## src/inc/eis_pkg.sv

```systemverilog
package eis_pkg;

   // Register byte offsets
   localparam logic [7:0] OFS_SENSE_SELECT = 8'h00;
   localparam logic [7:0] OFS_ENABLE       = 8'h04;
   localparam logic [7:0] OFS_FLAG         = 8'h08;
   localparam logic [7:0] OFS_PRIO_A       = 8'h0C;
   localparam logic [7:0] OFS_PRIO_B       = 8'h10;
   localparam logic [7:0] OFS_SYS_CTRL     = 8'h14;
   localparam logic [7:0] OFS_STATUS       = 8'h18;

   // Reset values
   localparam logic [7:0] RST_REG8  = 8'h00;
   localparam logic [5:0] RST_FLAG6 = 6'h00;

   // Field positions
   localparam int NMI_EDGE_BIT  = 0;
   localparam int NUM_PINS      = 6;
   localparam int NUM_INT       = 30;
   localparam int NUM_WAKE_PINS = 3;

   // Vector numbers
   localparam logic [5:0] VEC_NMI      = 6'h07;
   localparam logic [5:0] VEC_PIN_BASE = 6'h0C;

   // Internal source vectors, index 0 upward
   localparam logic [5:0] INT_VEC [NUM_INT] = '{
      6'h14, 6'h15,
      6'h18, 6'h19, 6'h1A,
      6'h1C, 6'h1D, 6'h1E,
      6'h20, 6'h21, 6'h22,
      6'h24, 6'h25, 6'h26,
      6'h28, 6'h29, 6'h2A,
      6'h2C, 6'h2D, 6'h2E, 6'h2F,
      6'h34, 6'h35, 6'h36, 6'h37,
      6'h38, 6'h39, 6'h3A, 6'h3B,
      6'h3C};

   // Bit of {priority_reg_b, priority_reg_a} that sets each source's level
   localparam logic [3:0] INT_PRIO_BIT [NUM_INT] = '{
      4'h3, 4'h3,
      4'h2, 4'h2, 4'h2,
      4'h1, 4'h1, 4'h1,
      4'h0, 4'h0, 4'h0,
      4'hF, 4'hF, 4'hF,
      4'hE, 4'hE, 4'hE,
      4'hD, 4'hD, 4'hD, 4'hD,
      4'hB, 4'hB, 4'hB, 4'hB,
      4'hA, 4'hA, 4'hA, 4'hA,
      4'h9};

   // Pin priority bits in priority_reg_a
   localparam logic [2:0] PIN_PRIO_BIT [NUM_PINS] = '{
      3'h7, 3'h6, 3'h5, 3'h5, 3'h4, 3'h4};

   // Timer and serial sources that may be routed to DMA
   localparam logic [NUM_INT-1:0] DMA_ROUTABLE = 30'h1FE1FFFC;

   localparam logic [1:0] RESP_OKAY   = 2'h0;
   localparam logic [1:0] RESP_SLVERR = 2'h2;

   typedef struct packed {
      logic        awready;
      logic        wready;
      logic        bvalid;
      logic [1:0]  bresp;
      logic        arready;
      logic        rvalid;
      logic [1:0]  rresp;
      logic [31:0] rdata;
   } eis_axi_out_t;

   typedef struct packed {
      logic [7:0]  irq_sense_select;
      logic [7:0]  irq_enable_reg;
      logic [5:0]  irq_flag_reg;
      logic [7:0]  priority_reg_a;
      logic [7:0]  priority_reg_b;
      logic [7:0]  system_control_reg;
      logic [5:0]  pin_prev;
      logic        nmi_prev;
      logic        nmi_pending;
      logic        aw_got;
      logic        w_got;
      logic [7:0]  aw_addr;
      logic [7:0]  w_data;
      logic        w_lane0;
      eis_axi_out_t axi;
      logic        req;
      logic        nmi_req;
      logic [5:0]  vector;
      logic        level;
      logic [15:0] vec_addr_adv;
      logic [15:0] vec_addr_norm;
      logic        wake;
   } eis_state_t;

endpackage

```

## src/hdl/eis_irq_front.sv

```systemverilog
// Operation
// - Sense-select register clears on reset, hardware standby
// - Sense bits 7,6 stored, no effect
// - Sense bit zero: request while pin low
// - Sense bit one: request on falling edge
// - NMI highest priority, always accepted
// - NMI edge chosen by edge-select bit
// - NMI uses vector 7, fixed addresses
// - Request pins 0-5 use vectors 12-17
// - Pins sensed whatever their direction setting
// - Only NMI, pins 0-2 wake standby
// - Pin levels from priority A bits 7-4
// - Flag register readable, software clears flags
// - Thirty internal sources with priority bits
// - DMA-routed timer/serial requests not forwarded
// - Equal level: smaller vector wins, default
// - Priority bits raise sources, NMI fixed
// - Vector address number times four/two
// - Timers 2-4 map to 32/36/40 groups
// - DMA ends map to 44-47, bit B5
// - Reserved vectors carry no source
// - Flags set by level/edge, write-zero clears
// - Enable register clears on reset, hardware standby
`timescale 1ns/1ps
`default_nettype none
module eis_irq_front
   import eis_pkg::*;
(
   input  wire logic                 sys_clk_in,
   input  wire logic                 rst_in,
   input  wire logic                 hw_standby_in,
   input  wire logic                 sw_standby_in,
   input  wire logic                 nmi_pin_in,
   input  wire logic [NUM_PINS-1:0]  irq_pin_n_in,
   input  wire logic [NUM_INT-1:0]   int_req_in,
   input  wire logic [NUM_INT-1:0]   dma_route_in,
   input  wire logic                 ack_in,
   input  wire logic [5:0]           ack_vector_in,
   input  wire logic [7:0]           s_axi_awaddr,
   input  wire logic                 s_axi_awvalid,
   output logic                      s_axi_awready,
   input  wire logic [31:0]          s_axi_wdata,
   input  wire logic [3:0]           s_axi_wstrb,
   input  wire logic                 s_axi_wvalid,
   output logic                      s_axi_wready,
   output logic [1:0]                s_axi_bresp,
   output logic                      s_axi_bvalid,
   input  wire logic                 s_axi_bready,
   input  wire logic [7:0]           s_axi_araddr,
   input  wire logic                 s_axi_arvalid,
   output logic                      s_axi_arready,
   output logic [31:0]               s_axi_rdata,
   output logic [1:0]                s_axi_rresp,
   output logic                      s_axi_rvalid,
   input  wire logic                 s_axi_rready,
   output logic                      irq_req_out,
   output logic                      nmi_req_out,
   output logic [5:0]                vector_out,
   output logic                      level_out,
   output logic [15:0]               vec_addr_adv_out,
   output logic [15:0]               vec_addr_norm_out,
   output logic                      wake_out
);

   eis_state_t state;
   eis_state_t next_state;

   logic [NUM_PINS-1:0] pin_low;
   logic [NUM_PINS-1:0] pin_fall;
   logic [NUM_PINS-1:0] pin_set;
   logic                nmi_edge;

   ////////////////////////////////////////////////////////////////////////////
   // Per-pin sensing

   genvar gi;
   generate
      for (gi = 0; gi < NUM_PINS; gi++) begin : g_pin
         assign pin_low[gi]  = ~irq_pin_n_in[gi];
         assign pin_fall[gi] = state.pin_prev[gi] & ~irq_pin_n_in[gi];
         assign pin_set[gi]  = state.irq_sense_select[gi] ? pin_fall[gi]
                                                          : pin_low[gi];
      end
   endgenerate

   assign nmi_edge = state.system_control_reg[NMI_EDGE_BIT]
                     ? (~state.nmi_prev & nmi_pin_in)
                     : (state.nmi_prev & ~nmi_pin_in);

   ////////////////////////////////////////////////////////////////////////////
   // Next state

   always_comb begin
      logic [63:0]         req_vec;
      logic [63:0]         lvl_vec;
      logic [15:0]         prio;
      logic [5:0]          clr_mask;
      logic [5:0]          pin_req;
      logic [NUM_INT-1:0]  int_fwd;
      logic                found_hi;
      logic                found_lo;
      logic [5:0]          sel_hi;
      logic [5:0]          sel_lo;
      logic                do_write;
      logic [7:0]          rd;
      logic                rd_ok;
      req_vec  = '0;
      lvl_vec  = '0;
      prio     = {state.priority_reg_b, state.priority_reg_a};
      clr_mask = '1;
      pin_req  = '0;
      int_fwd  = '0;
      found_hi = 1'b0;
      found_lo = 1'b0;
      sel_hi   = '0;
      sel_lo   = '0;
      rd       = '0;
      rd_ok    = 1'b1;
      do_write = 1'b0;
      next_state = state;

      next_state.pin_prev = irq_pin_n_in;
      next_state.nmi_prev = nmi_pin_in;

      // Bus write channels, taken in either order
      if (s_axi_awvalid && state.axi.awready) begin
         next_state.aw_got  = 1'b1;
         next_state.aw_addr = s_axi_awaddr;
      end
      if (s_axi_wvalid && state.axi.wready) begin
         next_state.w_got   = 1'b1;
         next_state.w_data  = s_axi_wdata[7:0];
         next_state.w_lane0 = s_axi_wstrb[0];
      end
      if (state.axi.bvalid && s_axi_bready) begin
         next_state.axi.bvalid = 1'b0;
      end
      do_write = state.aw_got && state.w_got && !state.axi.bvalid;
      if (do_write) begin
         next_state.aw_got     = 1'b0;
         next_state.w_got      = 1'b0;
         next_state.axi.bvalid = 1'b1;
         next_state.axi.bresp  = RESP_OKAY;
         unique case (state.aw_addr)
            OFS_SENSE_SELECT: begin
               if (state.w_lane0) next_state.irq_sense_select = state.w_data;
            end
            OFS_ENABLE: begin
               if (state.w_lane0) next_state.irq_enable_reg = state.w_data;
            end
            OFS_FLAG: begin
               if (state.w_lane0) clr_mask = state.w_data[5:0];
            end
            OFS_PRIO_A: begin
               if (state.w_lane0) next_state.priority_reg_a = state.w_data;
            end
            OFS_PRIO_B: begin
               if (state.w_lane0) next_state.priority_reg_b = state.w_data;
            end
            OFS_SYS_CTRL: begin
               if (state.w_lane0) next_state.system_control_reg = state.w_data;
            end
            OFS_STATUS: begin
            end
            default: begin
               next_state.axi.bresp = RESP_SLVERR;
            end
         endcase
      end
      next_state.axi.awready = !next_state.aw_got && !next_state.axi.bvalid;
      next_state.axi.wready  = !next_state.w_got && !next_state.axi.bvalid;

      // Bus read channel
      unique case (s_axi_araddr)
         OFS_SENSE_SELECT: rd = state.irq_sense_select;
         OFS_ENABLE:       rd = state.irq_enable_reg;
         OFS_FLAG:         rd = {2'b00, state.irq_flag_reg};
         OFS_PRIO_A:       rd = state.priority_reg_a;
         OFS_PRIO_B:       rd = state.priority_reg_b;
         OFS_SYS_CTRL:     rd = state.system_control_reg;
         OFS_STATUS:       rd = {state.req, state.nmi_pending, state.vector};
         default:          rd_ok = 1'b0;
      endcase
      if (state.axi.rvalid && s_axi_rready) begin
         next_state.axi.rvalid = 1'b0;
      end
      if (s_axi_arvalid && state.axi.arready) begin
         next_state.axi.rvalid = 1'b1;
         next_state.axi.rdata  = {24'h000000, rd};
         next_state.axi.rresp  = rd_ok ? RESP_OKAY : RESP_SLVERR;
      end
      next_state.axi.arready = !next_state.axi.rvalid;

      // Acknowledge clears the taken pin flag or pending NMI
      for (int i = 0; i < NUM_PINS; i++) begin
         if (ack_in && ack_vector_in == VEC_PIN_BASE + 6'(i)
             && (state.irq_sense_select[i] || !pin_low[i])) begin
            clr_mask[i] = 1'b0;
         end
      end
      if (ack_in && ack_vector_in == VEC_NMI) begin
         next_state.nmi_pending = 1'b0;
      end
      if (nmi_edge) begin
         next_state.nmi_pending = 1'b1;
      end

      // Set wins over clear
      next_state.irq_flag_reg = (state.irq_flag_reg & clr_mask) | pin_set;

      // Candidate requests by vector number
      pin_req = state.irq_flag_reg & state.irq_enable_reg[5:0];
      for (int i = 0; i < NUM_PINS; i++) begin
         req_vec[VEC_PIN_BASE + 6'(i)] = pin_req[i];
         lvl_vec[VEC_PIN_BASE + 6'(i)] = state.priority_reg_a[PIN_PRIO_BIT[i]];
      end
      int_fwd = int_req_in & ~(dma_route_in & DMA_ROUTABLE);
      for (int i = 0; i < NUM_INT; i++) begin
         req_vec[INT_VEC[i]] = int_fwd[i];
         lvl_vec[INT_VEC[i]] = prio[INT_PRIO_BIT[i]];
      end

      // Lowest vector wins within a level
      for (int v = 63; v >= 0; v--) begin
         if (req_vec[v] && lvl_vec[v]) begin
            found_hi = 1'b1;
            sel_hi   = 6'(v);
         end
         if (req_vec[v] && !lvl_vec[v]) begin
            found_lo = 1'b1;
            sel_lo   = 6'(v);
         end
      end

      if (state.nmi_pending) begin
         next_state.req     = 1'b1;
         next_state.nmi_req = 1'b1;
         next_state.vector  = VEC_NMI;
         next_state.level   = 1'b1;
      end else if (found_hi) begin
         next_state.req     = 1'b1;
         next_state.nmi_req = 1'b0;
         next_state.vector  = sel_hi;
         next_state.level   = 1'b1;
      end else begin
         next_state.req     = found_lo;
         next_state.nmi_req = 1'b0;
         next_state.vector  = sel_lo;
         next_state.level   = 1'b0;
      end
      next_state.vec_addr_adv  = {8'h00, next_state.vector, 2'b00};
      next_state.vec_addr_norm = {9'h000, next_state.vector, 1'b0};

      next_state.wake = sw_standby_in
                        && (state.nmi_pending
                            || |pin_req[NUM_WAKE_PINS-1:0]);
   end

   ////////////////////////////////////////////////////////////////////////////
   // State register

   always_ff @(posedge sys_clk_in) begin
      if (rst_in || hw_standby_in) begin
         state                    <= '0;
         state.irq_sense_select   <= RST_REG8;
         state.irq_enable_reg     <= RST_REG8;
         state.irq_flag_reg       <= RST_FLAG6;
         state.priority_reg_a     <= RST_REG8;
         state.priority_reg_b     <= RST_REG8;
         state.system_control_reg <= RST_REG8;
         state.pin_prev           <= '1;
         state.nmi_prev           <= 1'b1;
         state.axi.awready        <= 1'b1;
         state.axi.wready         <= 1'b1;
         state.axi.arready        <= 1'b1;
      end else begin
         state <= next_state;
      end
   end

   ////////////////////////////////////////////////////////////////////////////
   // Outputs

   assign s_axi_awready     = state.axi.awready;
   assign s_axi_wready      = state.axi.wready;
   assign s_axi_bvalid      = state.axi.bvalid;
   assign s_axi_bresp       = state.axi.bresp;
   assign s_axi_arready     = state.axi.arready;
   assign s_axi_rvalid      = state.axi.rvalid;
   assign s_axi_rresp       = state.axi.rresp;
   assign s_axi_rdata       = state.axi.rdata;
   assign irq_req_out       = state.req;
   assign nmi_req_out       = state.nmi_req;
   assign vector_out        = state.vector;
   assign level_out         = state.level;
   assign vec_addr_adv_out  = state.vec_addr_adv;
   assign vec_addr_norm_out = state.vec_addr_norm;
   assign wake_out          = state.wake;

endmodule
`default_nettype wire

```

## config.mk

```make
export PLATFORM = sky130hd
export DESIGN_NAME = eis_irq_front
export DESIGN_NICKNAME = d
export VERILOG_FILES = /design/src/inc/eis_pkg.sv /design/src/hdl/eis_irq_front.sv
export SDC_FILE = /design/constraint.sdc
export NUM_CORES = 1
export LEC_CHECK = 0
export ABC_CLOCK_PERIOD_IN_PS = 1770
export BUFFER_PORTS_ARGS = -buffer_cell sky130_fd_sc_hd__buf_2
export CAP_MARGIN = 20
export CORE_MARGIN = 8
export CORE_UTILIZATION = 40
export DETAILED_ROUTE_END_ITERATION = 8
export HOLD_SLACK_MARGIN = 0.02
export PLACE_DENSITY = 0.69
export SYNTH_ARGS = -nofsm -noshare
export SYNTH_HDL_FRONTEND = slang
export SYNTH_SLANG_ARGS = --single-unit
```

## constraint.sdc

```tcl
create_clock -name sys_clk_in -period 1.77 [get_ports sys_clk_in]
set_input_delay 0.0885 -clock sys_clk_in [delete_from_list [all_inputs] [get_ports sys_clk_in]]
set_output_delay 0.0885 -clock sys_clk_in [all_outputs]
set_load 0.005 [all_outputs]
```

==> impl_metrics.yaml <==
outcome:
  failed_checks: "negative setup slack"
  status: "finished with violations"
grt:
  grt_pass1_vias: 6085
  grt_pass1_wl_um: 31100
  track_usage_pct: 19.8
  grt_max_degree: 31
  gr-total-overflow: 0
  antenna_found_initial: 0
clocking:
  cts_tree: "done"
  cts_root_buf: "clkbuf_16"
  clk_pin_slew_ns: 0.07
  cts_sinks: 98
  numCtsBuffers: 9
  clockBufferDepth: 2
  h-tree-depth: 3
  clk_latency_ns: 0.35
logic_synthesis:
  synth_edf_count: 0
  synthTopCellsByArea: "dfxtp_1 33%, buf_4 9.2%, mux2i_1 8.0%"
  yosysUniqueCellTypes: 74
  synth_area_um2: 6020
  post-synth-top-area-cell: "dfxtp_1"
  synthFlopType: "dfxtp_1"
  async_reset_ff_share_pct: 0
  netlist_instances: 742
  yosys_warnings: 0
  ys_seq_elements: 98
  avgSynthCellArea_um2: 8.11
  ys_seq_area_share_pct: 32.6
  synth.top_cell.area_share_pct: 32.6
sta:
  drv_slew: 0
  worst_slack_ns: -0.0617
  hold_ws_ns: 0.0543
  slew_headroom_pct: 62.4
  tightest_slew_ns: 0.557
  finalHoldViolations: 0
  setup_viol: 5
  rsz0062_at_grt: "yes"
  min_period_over_period_pct: 103
  fmax_mhz: 546
  fin_crit_ns: 1.83
  tns_ns: -0.151
  clock_skew_ns: 0.00786
detailed_routing:
  ant_nets: 0
  dr.pass1.iters: 5
  detail_route.wl_per_cell_um: 16.9
  viasPerCell: 5.24
  num_vias: 6038
  totalWireLength_um: 19400
  drc: 0
  drtIter0Drc: 443
finish:
  drive_above_1_share_pct: 34.2
  area_growth_pct: 34.1
  final_common_cell: "buf_2"
  most-common-layout-cells: "137 x buf_2, 90 x nor2_1, 90 x buf_4"
  num_antenna_cells: 0
  fill_cells: 1419
  fin_nets: 1094
placed_design:
  dp_hpwl_um: 15200
  portBuffers: 137
  routabilityCongestion: 0.967
  post-place-ws_ns: -0.150
pwr:
  p_leak_nw: 3.59
  vdd_ir_drop_max_mv: 0.501
  power_mw: 4.96
  powerDensity_nw_per_um2: 615
setup_path:
  critical-path-slowest-cell: "dfxtp_1"
  end_kind: "flip-flop"
  worstSetupPathType: "reg2reg"
  arrival_ns: 2.12
  critPathMaxStageDelay_ns: 0.33
  worstPathMaxFanout: 4
  path_cells: "a22o_1 > a21oi_2 > nand4_1 > nor2_4 > nand2_2 > buf_6 > nor2_1 > o2bb2ai_1"
  cp-start-kind: "flip-flop"
  cp.required_ns: 2.06
floorplan:
  io_pins: 218
  rows: 45
  die_y_um: 139
  dieArea_um2: 19200
  fp.dieW_um: 139
  initial_utilization_pct: 40.2
  coreArea_um2: 15000
flow_run:
  max-cap-violations: 0
min_path:
  hp-class: "in2reg"
-- worst paths after layout --
path | startpoint | endpoint | slack [ns] | cells past startpoint
setup / recovery | state[139] | vec_addr_norm_out[3] | -0.06 | 8
hold / removal | s_axi_bready | s_axi_bvalid | 0.05 | 3
setup reg to reg | state[139] | vec_addr_norm_out[3] | -0.06 | 8
hold reg to reg | s_axi_rdata[5] | s_axi_rdata[5] | 0.46 | 2
-- flip-flops by register name (all words and copies together) (netlist names) --
signal and cells:
state 73, s_axi_rdata 8, vec_addr_norm_out 6, irq_req_out 1, level_out 1, nmi_req_out 1, s_axi_arready 1, s_axi_awready 1
s_axi_bresp 1, s_axi_bvalid 1, s_axi_rresp 1, s_axi_rvalid 1, s_axi_wready 1, wake_out 1
-- per-layer routing --
| metal | global-route usage [%] | vias to the layer above | wire (um) |
|---|---|---|---|
| li1 | - | 2960 | - |
| met1 | 24.6 | 2833 | 8440 |
| met2 | 32.5 | 220 | 9280 |
| met3 | 5.96 | 25 | 1410 |
| met4 | 5.49 | 0 | 310 |
| met5 | 0 | - | 0 |
-- where the power goes --
part           internal [mW]  switching, mW
logic                  0.328          0.366
registers               2.25         0.0586
clock network           1.05          0.913
total                   3.62           1.34
-- per-stage QoR --
step	std cells	cell area (um^2)	utilization, %
CTS	1147	7830	52.3
finish	1152	8070	53.9
floorplan	787	6190	-
detailed placement	1103	7220	48.2
global route	1152	8070	53.9
global placement	1103	7220	48.2
-- worst max-delay path: cells and delay by family (launching register included) --
kind / cells / cell delay (ns)
AND/OR/NAND/NOR: 4 / 0.70
AO/OA/AOI/OAI: 3 / 0.57
flip-flops: 1 / 0.33
buffers and inverters: 1 / 0.16
-- cells by family (layout without fill, tap and decap cells) --
kind of cell | Yosys count | after routing | synth area share (%)
other | 1 | 46 | 0.0623
AO/OA/AOI/OAI | 160 | 160 | 18.8
AND/OR/NAND/NOR | 313 | 313 | 26.4
multiplexers | 54 | 54 | 10.2
flip-flops | 98 | 98 | 32.6
buffers and inverters | 116 | 293 | 12.0
-- what timing repair did --
item	in CTS	in global routing
resized for setup	14	55
buffers inserted	2	5
hold buffers	26	0
endpoints found under the setup margin	8	39
pin swaps	4	13
endpoints found under the hold margin	25	0
-- cell type report --
cell class | count | area [um^2] | area share [%]
clock inverter | 5 | 43.8 | 0.542
inverter | 13 | 48.8 | 0.604
sequential | 98 | 1980 | 24.5
clock buffer | 11 | 253 | 3.13
multi-input combinational | 573 | 3720 | 46.0
tap | 188 | 235 | 2.91
timing repair buffer | 264 | 1800 | 22.3
-- cell usage after synthesis (13+ instances only) --
| master | n |
|---|---|
| nand3_1 | 26 |
| mux2i_1 | 48 |
| buf_4 | 74 |
| a21oi_1 | 43 |
| o21ai_0 | 24 |
| clkbuf_1 | 16 |
| nor2b_1 | 27 |
| nor2_1 | 98 |
| a31oi_1 | 13 |
| nand2_1 | 73 |
| nand2b_1 | 17 |
| dfxtp_1 | 98 |
Power figures use the tool's default switching activity.
